===== src/hdl/ppfl_pkg.sv =====
package ppfl_pkg;
   // ==========================================================
   // port widths
   localparam int PPFL_TRI_W = 8;
   localparam int PPFL_TWO_W = 3;
   localparam int PPFL_THREE_W = 8;
   localparam int PPFL_FOUR_W = 8;
   localparam int PPFL_FIVE_W = 7;

   // ==========================================================
   // values after reset
   localparam logic [7:0] PPFL_TRI_LATCH_RST = 8'h00;
   localparam logic [7:0] PPFL_TRI_DIR_RST = 8'h00;   // all inputs
   localparam logic [2:0] PPFL_TWO_LATCH_RST = 3'h7;
   localparam logic [7:0] PPFL_THREE_LATCH_RST = 8'hff;
   localparam logic [7:0] PPFL_FOUR_LATCH_RST = 8'hff;
   localparam logic [6:0] PPFL_FIVE_LATCH_RST = 7'h7f;

   // ==========================================================
   // bit positions of shared pins
   localparam int PPFL_ONE_IRQ0_BIT = 0;
   localparam int PPFL_ONE_IRQ1_BIT = 1;
   localparam int PPFL_ONE_IRQ2_BIT = 2;
   localparam int PPFL_ONE_DIV_BIT = 3;
   localparam int PPFL_ONE_PGEN_BIT = 4;
   localparam int PPFL_ONE_T2_BIT = 5;
   localparam int PPFL_TWO_IRQ5_BIT = 0;
   localparam int PPFL_TWO_OSCI_BIT = 1;
   localparam int PPFL_TWO_OSCO_BIT = 2;
   localparam int PPFL_FOUR_CLK_BIT = 5;
   localparam int PPFL_FOUR_RX_BIT = 6;
   localparam int PPFL_FOUR_TX_BIT = 7;
   localparam int PPFL_FIVE_IRQ3_BIT = 0;
   localparam int PPFL_FIVE_IRQ4_BIT = 1;
   localparam int PPFL_FIVE_PWD_BIT = 2;
   localparam int PPFL_FIVE_CLK_BIT = 4;
   localparam int PPFL_FIVE_RX_BIT = 5;
   localparam int PPFL_FIVE_TX_BIT = 6;
endpackage


===== src/hdl/ppfl_tri_port.sv =====
`timescale 1ns/1ps
`default_nettype none
// ==========================================================
// one eight-bit tri-state port with per-bit direction
module ppfl_tri_port (
   input wire logic clk_sys,
   input wire logic rst_n,
   input wire logic latch_wr,
   input wire logic [ppfl_pkg::PPFL_TRI_W-1:0] latch_wdata,
   input wire logic dir_wr,
   input wire logic [ppfl_pkg::PPFL_TRI_W-1:0] dir_wdata,
   input wire logic [ppfl_pkg::PPFL_TRI_W-1:0] alt_sel,
   input wire logic [ppfl_pkg::PPFL_TRI_W-1:0] alt_val,
   input wire logic [ppfl_pkg::PPFL_TRI_W-1:0] pin_in,
   output logic [ppfl_pkg::PPFL_TRI_W-1:0] pin_out,
   output logic [ppfl_pkg::PPFL_TRI_W-1:0] pin_oe,
   output logic [ppfl_pkg::PPFL_TRI_W-1:0] rdata
);
   import ppfl_pkg::*;

   logic [PPFL_TRI_W-1:0] latch_q;
   logic [PPFL_TRI_W-1:0] latch_d;
   logic [PPFL_TRI_W-1:0] dir_q;
   logic [PPFL_TRI_W-1:0] dir_d;
   logic [PPFL_TRI_W-1:0] out_d;

   assign latch_d = latch_wr ? latch_wdata : latch_q;
   assign dir_d = dir_wr ? dir_wdata : dir_q;
   // alternate output is gated by the latch, so a cleared latch holds the pin low
   assign out_d = latch_q & (~alt_sel | alt_val);

   always_ff @(posedge clk_sys or negedge rst_n) begin
      if (!rst_n) begin
         latch_q <= PPFL_TRI_LATCH_RST;
         dir_q <= PPFL_TRI_DIR_RST;
         pin_out <= PPFL_TRI_LATCH_RST;
         pin_oe <= PPFL_TRI_DIR_RST;
         rdata <= PPFL_TRI_LATCH_RST;
      end else begin
         latch_q <= latch_d;
         dir_q <= dir_d;
         pin_out <= out_d;
         pin_oe <= dir_q;
         rdata <= pin_in;   // pins are synchronous to clk_sys
      end
   end
endmodule
`default_nettype wire


===== src/hdl/ppfl_top.sv =====
`timescale 1ns/1ps
`default_nettype none
module ppfl_top (
   input wire logic clk_sys,
   input wire logic rst_n,
   // tri-state ports, index 0..3 = port zero, one, six, seven
   input wire logic port_zero_wr,
   input wire logic [7:0] port_zero_wdata,
   input wire logic port_zero_dir_wr,
   input wire logic [7:0] port_zero_dir_wdata,
   input wire logic [7:0] port_zero_in,
   output logic [7:0] port_zero_out,
   output logic [7:0] port_zero_oe,
   output logic [7:0] port_zero_rdata,
   input wire logic port_one_wr,
   input wire logic [7:0] port_one_wdata,
   input wire logic port_one_dir_wr,
   input wire logic [7:0] port_one_dir_wdata,
   input wire logic [7:0] port_one_in,
   output logic [7:0] port_one_out,
   output logic [7:0] port_one_oe,
   output logic [7:0] port_one_rdata,
   input wire logic port_six_wr,
   input wire logic [7:0] port_six_wdata,
   input wire logic port_six_dir_wr,
   input wire logic [7:0] port_six_dir_wdata,
   input wire logic [7:0] port_six_in,
   output logic [7:0] port_six_out,
   output logic [7:0] port_six_oe,
   output logic [7:0] port_six_rdata,
   input wire logic port_seven_wr,
   input wire logic [7:0] port_seven_wdata,
   input wire logic port_seven_dir_wr,
   input wire logic [7:0] port_seven_dir_wdata,
   input wire logic [7:0] port_seven_in,
   output logic [7:0] port_seven_out,
   output logic [7:0] port_seven_oe,
   output logic [7:0] port_seven_rdata,
   // latched ports
   input wire logic port_two_wr,
   input wire logic [2:0] port_two_wdata,
   input wire logic [2:0] port_two_in,
   output logic [2:0] port_two_out,
   output logic [2:0] port_two_oe,
   output logic [2:0] port_two_rdata,
   input wire logic port_three_wr,
   input wire logic [7:0] port_three_wdata,
   input wire logic [7:0] port_three_in,
   output logic [7:0] port_three_out,
   output logic [7:0] port_three_oe,
   output logic [7:0] port_three_rdata,
   input wire logic port_four_wr,
   input wire logic [7:0] port_four_wdata,
   input wire logic [7:0] port_four_in,
   output logic [7:0] port_four_out,
   output logic [7:0] port_four_oe,
   output logic [7:0] port_four_rdata,
   input wire logic port_five_wr,
   input wire logic [6:0] port_five_wdata,
   input wire logic [6:0] port_five_in,
   output logic [6:0] port_five_out,
   output logic [6:0] port_five_oe,
   output logic [6:0] port_five_rdata,
   // alternate outputs from peripherals and their enables
   input wire logic divider_en,
   input wire logic divider_out,
   input wire logic pulse_gen_en,
   input wire logic pulse_generator_out,
   input wire logic low_osc_en,
   input wire logic low_osc_out,
   input wire logic serial_a_tx_en,
   input wire logic serial_a_tx,
   input wire logic serial_a_clk_oe,
   input wire logic serial_a_clk_drv,
   input wire logic serial_b_tx_en,
   input wire logic serial_b_tx,
   input wire logic serial_b_clk_oe,
   input wire logic serial_b_clk_drv,
   input wire logic pwd_en,
   input wire logic pwm_sel,
   input wire logic pwm_out,
   input wire logic pdo_out,
   // alternate inputs to peripherals
   output logic ext_irq_zero,
   output logic ext_irq_one,
   output logic ext_irq_two,
   output logic timer_one_input,
   output logic timer_two_input,
   output logic ext_irq_three,
   output logic timer_three_input,
   output logic ext_irq_four,
   output logic timer_four_input,
   output logic ext_irq_five,
   output logic stop_release,
   output logic low_osc_in,
   output logic serial_a_rx,
   output logic serial_a_clk,
   output logic serial_b_rx,
   output logic serial_b_clk,
   // bidirectional reset pin
   input wire logic addr_trap,
   input wire logic reset_pin_in,
   output logic reset_pin_out,
   output logic reset_pin_oe,
   output logic reset_pin_level
);
   import ppfl_pkg::*;

   // ==========================================================
   // latched-pin helper
   // a bit is pulled low when the latch is zero or a selected alternate gives zero
   function automatic logic [7:0] eff_val(input logic [7:0] latch, input logic [7:0] sel, input logic [7:0] alt);
      eff_val = latch & (~sel | alt);
   endfunction

   // ==========================================================
   // tri-state ports
   logic [7:0] one_alt_sel;
   logic [7:0] one_alt_val;

   // divider and pulse outputs gated by latch
   assign one_alt_sel = {3'h0, pulse_gen_en, divider_en, 3'h0};
   assign one_alt_val = {3'h0, pulse_generator_out, divider_out, 3'h0};

   ppfl_tri_port u_port_zero (
      .clk_sys(clk_sys), .rst_n(rst_n), .latch_wr(port_zero_wr), .latch_wdata(port_zero_wdata),
      .dir_wr(port_zero_dir_wr), .dir_wdata(port_zero_dir_wdata), .alt_sel(8'h00), .alt_val(8'h00),
      .pin_in(port_zero_in), .pin_out(port_zero_out), .pin_oe(port_zero_oe), .rdata(port_zero_rdata)
   );
   ppfl_tri_port u_port_one (
      .clk_sys(clk_sys), .rst_n(rst_n), .latch_wr(port_one_wr), .latch_wdata(port_one_wdata),
      .dir_wr(port_one_dir_wr), .dir_wdata(port_one_dir_wdata), .alt_sel(one_alt_sel), .alt_val(one_alt_val),
      .pin_in(port_one_in), .pin_out(port_one_out), .pin_oe(port_one_oe), .rdata(port_one_rdata)
   );
   ppfl_tri_port u_port_six (
      .clk_sys(clk_sys), .rst_n(rst_n), .latch_wr(port_six_wr), .latch_wdata(port_six_wdata),
      .dir_wr(port_six_dir_wr), .dir_wdata(port_six_dir_wdata), .alt_sel(8'h00), .alt_val(8'h00),
      .pin_in(port_six_in), .pin_out(port_six_out), .pin_oe(port_six_oe), .rdata(port_six_rdata)
   );
   ppfl_tri_port u_port_seven (
      .clk_sys(clk_sys), .rst_n(rst_n), .latch_wr(port_seven_wr), .latch_wdata(port_seven_wdata),
      .dir_wr(port_seven_dir_wr), .dir_wdata(port_seven_dir_wdata), .alt_sel(8'h00), .alt_val(8'h00),
      .pin_in(port_seven_in), .pin_out(port_seven_out), .pin_oe(port_seven_oe), .rdata(port_seven_rdata)
   );

   // ==========================================================
   // latched ports: output latches
   logic [2:0] two_latch_q;
   logic [7:0] three_latch_q;
   logic [7:0] four_latch_q;
   logic [6:0] five_latch_q;

   // high-current port latch; software keeps ones
   always_ff @(posedge clk_sys or negedge rst_n) begin
      if (!rst_n) begin
         two_latch_q <= PPFL_TWO_LATCH_RST;
         three_latch_q <= PPFL_THREE_LATCH_RST;
         four_latch_q <= PPFL_FOUR_LATCH_RST;
         five_latch_q <= PPFL_FIVE_LATCH_RST;
      end else begin
         if (port_two_wr) two_latch_q <= port_two_wdata;
         if (port_three_wr) three_latch_q <= port_three_wdata;
         if (port_four_wr) four_latch_q <= port_four_wdata;
         if (port_five_wr) five_latch_q <= port_five_wdata;
      end
   end

   // ==========================================================
   // latched ports: alternate output selection
   logic pwd_val;
   logic [7:0] two_sel;
   logic [7:0] two_alt;
   logic [7:0] four_sel;
   logic [7:0] four_alt;
   logic [7:0] five_sel;
   logic [7:0] five_alt;
   logic [7:0] two_eff;
   logic [7:0] three_eff;
   logic [7:0] four_eff;
   logic [7:0] five_eff;

   // pulse width or divider, same pin
   assign pwd_val = pwm_sel ? pwm_out : pdo_out;
   assign two_sel = {5'h00, low_osc_en, 2'h0};
   assign two_alt = {5'h00, low_osc_out, 2'h0};
   assign four_sel = {serial_b_tx_en, 1'b0, serial_b_clk_oe, 5'h00};
   assign four_alt = {serial_b_tx, 1'b0, serial_b_clk_drv, 5'h00};
   assign five_sel = {1'b0, serial_a_tx_en, 1'b0, serial_a_clk_oe, 1'b0, pwd_en, 2'h0};
   assign five_alt = {1'b0, serial_a_tx, 1'b0, serial_a_clk_drv, 1'b0, pwd_val, 2'h0};

   assign two_eff = eff_val({5'h00, two_latch_q}, two_sel, two_alt);
   assign three_eff = eff_val(three_latch_q, 8'h00, 8'h00);
   assign four_eff = eff_val(four_latch_q, four_sel, four_alt);
   assign five_eff = eff_val({1'b0, five_latch_q}, five_sel, five_alt);

   // ==========================================================
   // latched ports: pin drivers and read-back, all registered
   // sink-only drive: a one is never forced, so a board signal can override it
   always_ff @(posedge clk_sys or negedge rst_n) begin
      if (!rst_n) begin
         port_two_out <= 3'h0;
         port_two_oe <= 3'h0;
         port_three_out <= 8'h00;
         port_three_oe <= 8'h00;
         port_four_out <= 8'h00;
         port_four_oe <= 8'h00;
         port_five_out <= 7'h00;
         port_five_oe <= 7'h00;
         port_two_rdata <= 3'h0;
         port_three_rdata <= 8'h00;
         port_four_rdata <= 8'h00;
         port_five_rdata <= 7'h00;
      end else begin
         port_two_out <= 3'h0;
         port_two_oe <= ~two_eff[2:0];
         port_three_out <= 8'h00;
         port_three_oe <= ~three_eff;
         port_four_out <= 8'h00;
         port_four_oe <= ~four_eff;
         port_five_out <= 7'h00;
         port_five_oe <= ~five_eff[6:0];
         port_two_rdata <= port_two_in;
         port_three_rdata <= port_three_in;
         port_four_rdata <= port_four_in;
         port_five_rdata <= port_five_in;
      end
   end

   // ==========================================================
   // alternate inputs, sampled from the pins
   always_ff @(posedge clk_sys or negedge rst_n) begin
      if (!rst_n) begin
         ext_irq_zero <= 1'b0;
         ext_irq_one <= 1'b0;
         ext_irq_two <= 1'b0;
         timer_one_input <= 1'b0;
         timer_two_input <= 1'b0;
         ext_irq_three <= 1'b0;
         timer_three_input <= 1'b0;
         ext_irq_four <= 1'b0;
         timer_four_input <= 1'b0;
         ext_irq_five <= 1'b0;
         stop_release <= 1'b0;
         low_osc_in <= 1'b0;
         serial_a_rx <= 1'b0;
         serial_a_clk <= 1'b0;
         serial_b_rx <= 1'b0;
         serial_b_clk <= 1'b0;
      end else begin
         ext_irq_zero <= port_one_in[PPFL_ONE_IRQ0_BIT];
         ext_irq_one <= port_one_in[PPFL_ONE_IRQ1_BIT];
         // shared irq two / timer one pin
         ext_irq_two <= port_one_in[PPFL_ONE_IRQ2_BIT];
         timer_one_input <= port_one_in[PPFL_ONE_IRQ2_BIT];
         timer_two_input <= port_one_in[PPFL_ONE_T2_BIT];
         ext_irq_three <= port_five_in[PPFL_FIVE_IRQ3_BIT];
         timer_three_input <= port_five_in[PPFL_FIVE_IRQ3_BIT];
         ext_irq_four <= port_five_in[PPFL_FIVE_IRQ4_BIT];
         timer_four_input <= port_five_in[PPFL_FIVE_IRQ4_BIT];
         ext_irq_five <= port_two_in[PPFL_TWO_IRQ5_BIT];
         stop_release <= port_two_in[PPFL_TWO_IRQ5_BIT];
         low_osc_in <= port_two_in[PPFL_TWO_OSCI_BIT];
         serial_a_rx <= port_five_in[PPFL_FIVE_RX_BIT];
         serial_a_clk <= port_five_in[PPFL_FIVE_CLK_BIT];
         serial_b_rx <= port_four_in[PPFL_FOUR_RX_BIT];
         serial_b_clk <= port_four_in[PPFL_FOUR_CLK_BIT];
      end
   end

   // ==========================================================
   // reset pin: open drain, pulled low for the trap
   // drive low during address trap
   always_ff @(posedge clk_sys or negedge rst_n) begin
      if (!rst_n) begin
         reset_pin_out <= 1'b0;
         reset_pin_oe <= 1'b0;
         reset_pin_level <= 1'b0;
      end else begin
         reset_pin_out <= 1'b0;
         reset_pin_oe <= addr_trap;
         reset_pin_level <= reset_pin_in;
      end
   end
endmodule
`default_nettype wire


===== config.mk =====
export PLATFORM = sky130hd
export DESIGN_NAME = ppfl_top
export DESIGN_NICKNAME = d
export VERILOG_FILES = /design/src/hdl/ppfl_pkg.sv /design/src/hdl/ppfl_tri_port.sv /design/src/hdl/ppfl_top.sv
export SDC_FILE = /design/constraint.sdc
export NUM_CORES = 1
export LEC_CHECK = 0
export BUFFER_PORTS_ARGS = -buffer_cell sky130_fd_sc_hd__buf_2
export CAP_MARGIN = 30
export CORE_AREA = 2 2 146 148
export DETAILED_ROUTE_END_ITERATION = 8
export DIE_AREA = 0 0 148 150
export GPL_TIMING_DRIVEN = 0
export PLACE_DENSITY = 0.68
export SYNTH_ARGS = -nofsm -noshare
export SYNTH_HDL_FRONTEND = slang
export SYNTH_SLANG_ARGS = --single-unit
export TNS_END_PERCENT = 5

===== constraint.sdc =====
create_clock -name clk_sys -period 0.9 [get_ports clk_sys]
set_input_delay 0.135 -clock clk_sys [delete_from_list [all_inputs] [get_ports clk_sys]]
set_output_delay 0.135 -clock clk_sys [all_outputs]
set_load 0.05 [all_outputs]

==> flow_metrics.py <==
metrics = {
    "layout": {
        "layout_common_cells": "210 x dfrtp_1, 180 x dlygate4sd3_1, 175 x buf_6",
        "final_core_util": 0.668,
        "diodes": 0,
        "nNetsFinal": 1198,
        "area_delta_synth_final_pct": 75.9,
        "drive_gt1_frac": 0.517,
        "final_area_sq_um": 13800,
        "final_common_cell": "dfrtp_1",
        "fillers": 1314,
    },
    "clock_network": {
        "postCtsHoldBufs": 180,
        "cts_root_buffer": "clkbuf_16",
        "clk_path_buf_depth": 3,
        "cts_sinks": 240,
        "cts_buffers": 25,
        "cts-htree-levels": 1,
        "cts.clk_slew.worst_paths_ns": 0.06,
        "cts_tree": "built",
        "clk_latency_ns": 0.51,
    },
    "global_routing": {
        "grt_max_degree": 103,
        "antenna_found_initial": 0,
        "grt_pass1_vias": 6187,
        "gr-total-overflow": 0,
        "grt_use_total": 0.201,
        "grt_pass1_wl_um": 34300,
    },
    "routing": {
        "wirelength_um": 23100,
        "drt_iter0_drc": 143,
        "viasPerCell": 4.22,
        "via_count": 5526,
        "ant_nets": 0,
        "wire_per_inst_um": 17.7,
        "drt_pass1_iterations": 4,
        "route.detailed.drc": 0,
    },
    "placement": {
        "gpl.final_weighted_congestion": 0.734,
        "dp_hpwl_um": 12800,
        "preCtsSetupSlack_ns": -0.0224,
        "port_buffers": 339,
        "dpl_cell_area_sq_um": 10100,
    },
    "status": {
        "status": "finished, violations left",
        "violations": "hold timing, setup timing",
    },
    "die": {
        "dieArea_sq_um": 22200,
        "placementRows": 53,
        "start_util": 0.380,
        "die_x_um": 148,
        "core_area_sq_um": 20700,
        "die_h_um": 150,
        "io_pins": 375,
    },
    "logic_synthesis": {
        "yosys.area.top_type": "dfrtp_1",
        "synth_top_area_frac": 0.681,
        "syn_area_sq_um": 7860,
        "synth_area_leaders": "dfrtp_1 68%, mux2_4 13%, dfstp_2 8.7%",
        "ys_ff_latch": 240,
        "synth.distinct_cells": 12,
        "synth_seq_area_share": 0.768,
        "syn_area_per_cell_sq_um": 17.8,
        "syn_inst": 442,
        "yosysWarnings": 0,
    },
    "pwr": {
        "p_comb_frac": 0.209,
        "power_density_nw_per_um2": 2100,
        "p_switching_mw": 8.10,
        "clkPwrFrac": 0.367,
        "swShare": 0.278,
        "ir_worst_vdd_uv": 1270,
        "seqPwrFrac": 0.424,
        "p_int_mw": 21.0,
        "p_leak_nw": 6.81,
    },
    "timing": {
        "rsz0062_at_grt": "true",
        "setup_viol": 166,
        "post-route-min-period_ns": 1.37,
        "clock_skew_ns": 0.00621,
        "max_freq_mhz": 728,
        "hold_violations": 209,
        "slew_violations": 0,
        "fin_crit_sh": 1.53,
        "fin_ws_ns": -0.473,
        "hold_ws_ns": -0.482,
    },
    "job": {
        "cap_violations": 0,
    },
    "critical_path": {
        "cp.required_ns": 0.76,
        "start_kind": "flop",
        "crit_type": "reg -> out",
        "critPathCaptureType": "output pin",
        "cp_max_fo": 3,
        "worstPathArrival_ns": 1.24,
    },
    "worst_hold_path": {
        "hold_path.class": "in -> async",
    },
}
synth_stat cells, drive strengths merged:
master	number
dfstp	26
a21boi	2
nand2	20
buf	54
conb	1
dfrtp	214
inv	28
mux2	71
o21ai	26
stage by stage:
step	instances	setup TNS, ns	total power, mW
after floorplan	468	-1.81	15.5
after global placement	1082	-1007.00	16.8
after detailed placement	1084	-0.0263	16.9
after CTS	1309	-50.92	29.1
after global routing	1309	-54.65	30.2
final	1309	-48.08	29.1
power groups by stage:
stage | Combinational [mW] | Sequential, mW | Clock (mW)
floorplan | 1.26 | 14.2 | 0
global placement | 4.54 | 12.3 | 0
detailed placement | 4.62 | 12.3 | 0
CTS | 5.96 | 12.3 | 10.9
global route | 6.33 | 12.4 | 11.4
finish | 6.08 | 12.3 | 10.7
cell type report:
cell class,count,area (sq um),share of cell area
sequential,240,6040,0.437
timing repair buffer,521,4630,0.335
clock inverter,9,148,0.0107
tap,275,344,0.0249
multi-input combinational,146,1370,0.0993
clock buffer,36,707,0.0511
inverter,28,105,0.00760
buffer,54,477,0.0345
path summary, 6_finish.rpt:
check | start | end | slack (ns) | depth (start not counted)
setup / recovery | u_port_one.rdata[2]$_DFF_PN0_ | port_one_rdata[2] | -0.47 | 2
hold / removal | rst_n | u_port_seven.rdata[3]$_DFF_PN0_ | -0.48 | 1
setup reg to reg | three_eff[3]$_DFFE_PN1P_ | three_eff[3]$_DFFE_PN1P_ | 0.03 | 2
hold reg to reg | u_port_zero.dir_q[4]$_DFFE_PN0P_ | u_port_zero.pin_oe[4]$_DFF_PN0_ | 0.38 | 0
max in group asynchronous | rst_n | four_latch_q[2]$_DFFE_PN1P_ | 0.55 | 2
min in group clk_sys | port_seven_in[7] | u_port_seven.rdata[7]$_DFF_PN0_ | 0.26 | 2
layer usage:
metal,GRT usage,part of all wire,up-vias,wire (um)
li1,-,-,2500,-
met1,0.226,0.35,2743,8130
met2,0.380,0.55,242,12800
met3,0.0509,0.073,41,1690
met4,0.0548,0.023,0,536
met5,0,0,-,0
worst max-delay path, stage by stage, from the launching register on:
cell and delay [ns]:
dfrtp_2 0.46, buf_6 0.14, buf_8 0.14
cells by family after synthesis:
group / synth area share
buf+inv: 0.0697
mux: 0.133
other cells: 0.000477
compound gates: 0.0189
simple gates: 0.00955
flops: 0.768
timing repair:
action,4_1_cts,5_1_grt
pin swaps,0,0
setup buffers,0,0
gates resized for setup,331,27
endpoints found under the setup margin,166,170
hold endpoints to repair,373,50
(Power assumes the default switching activity.)
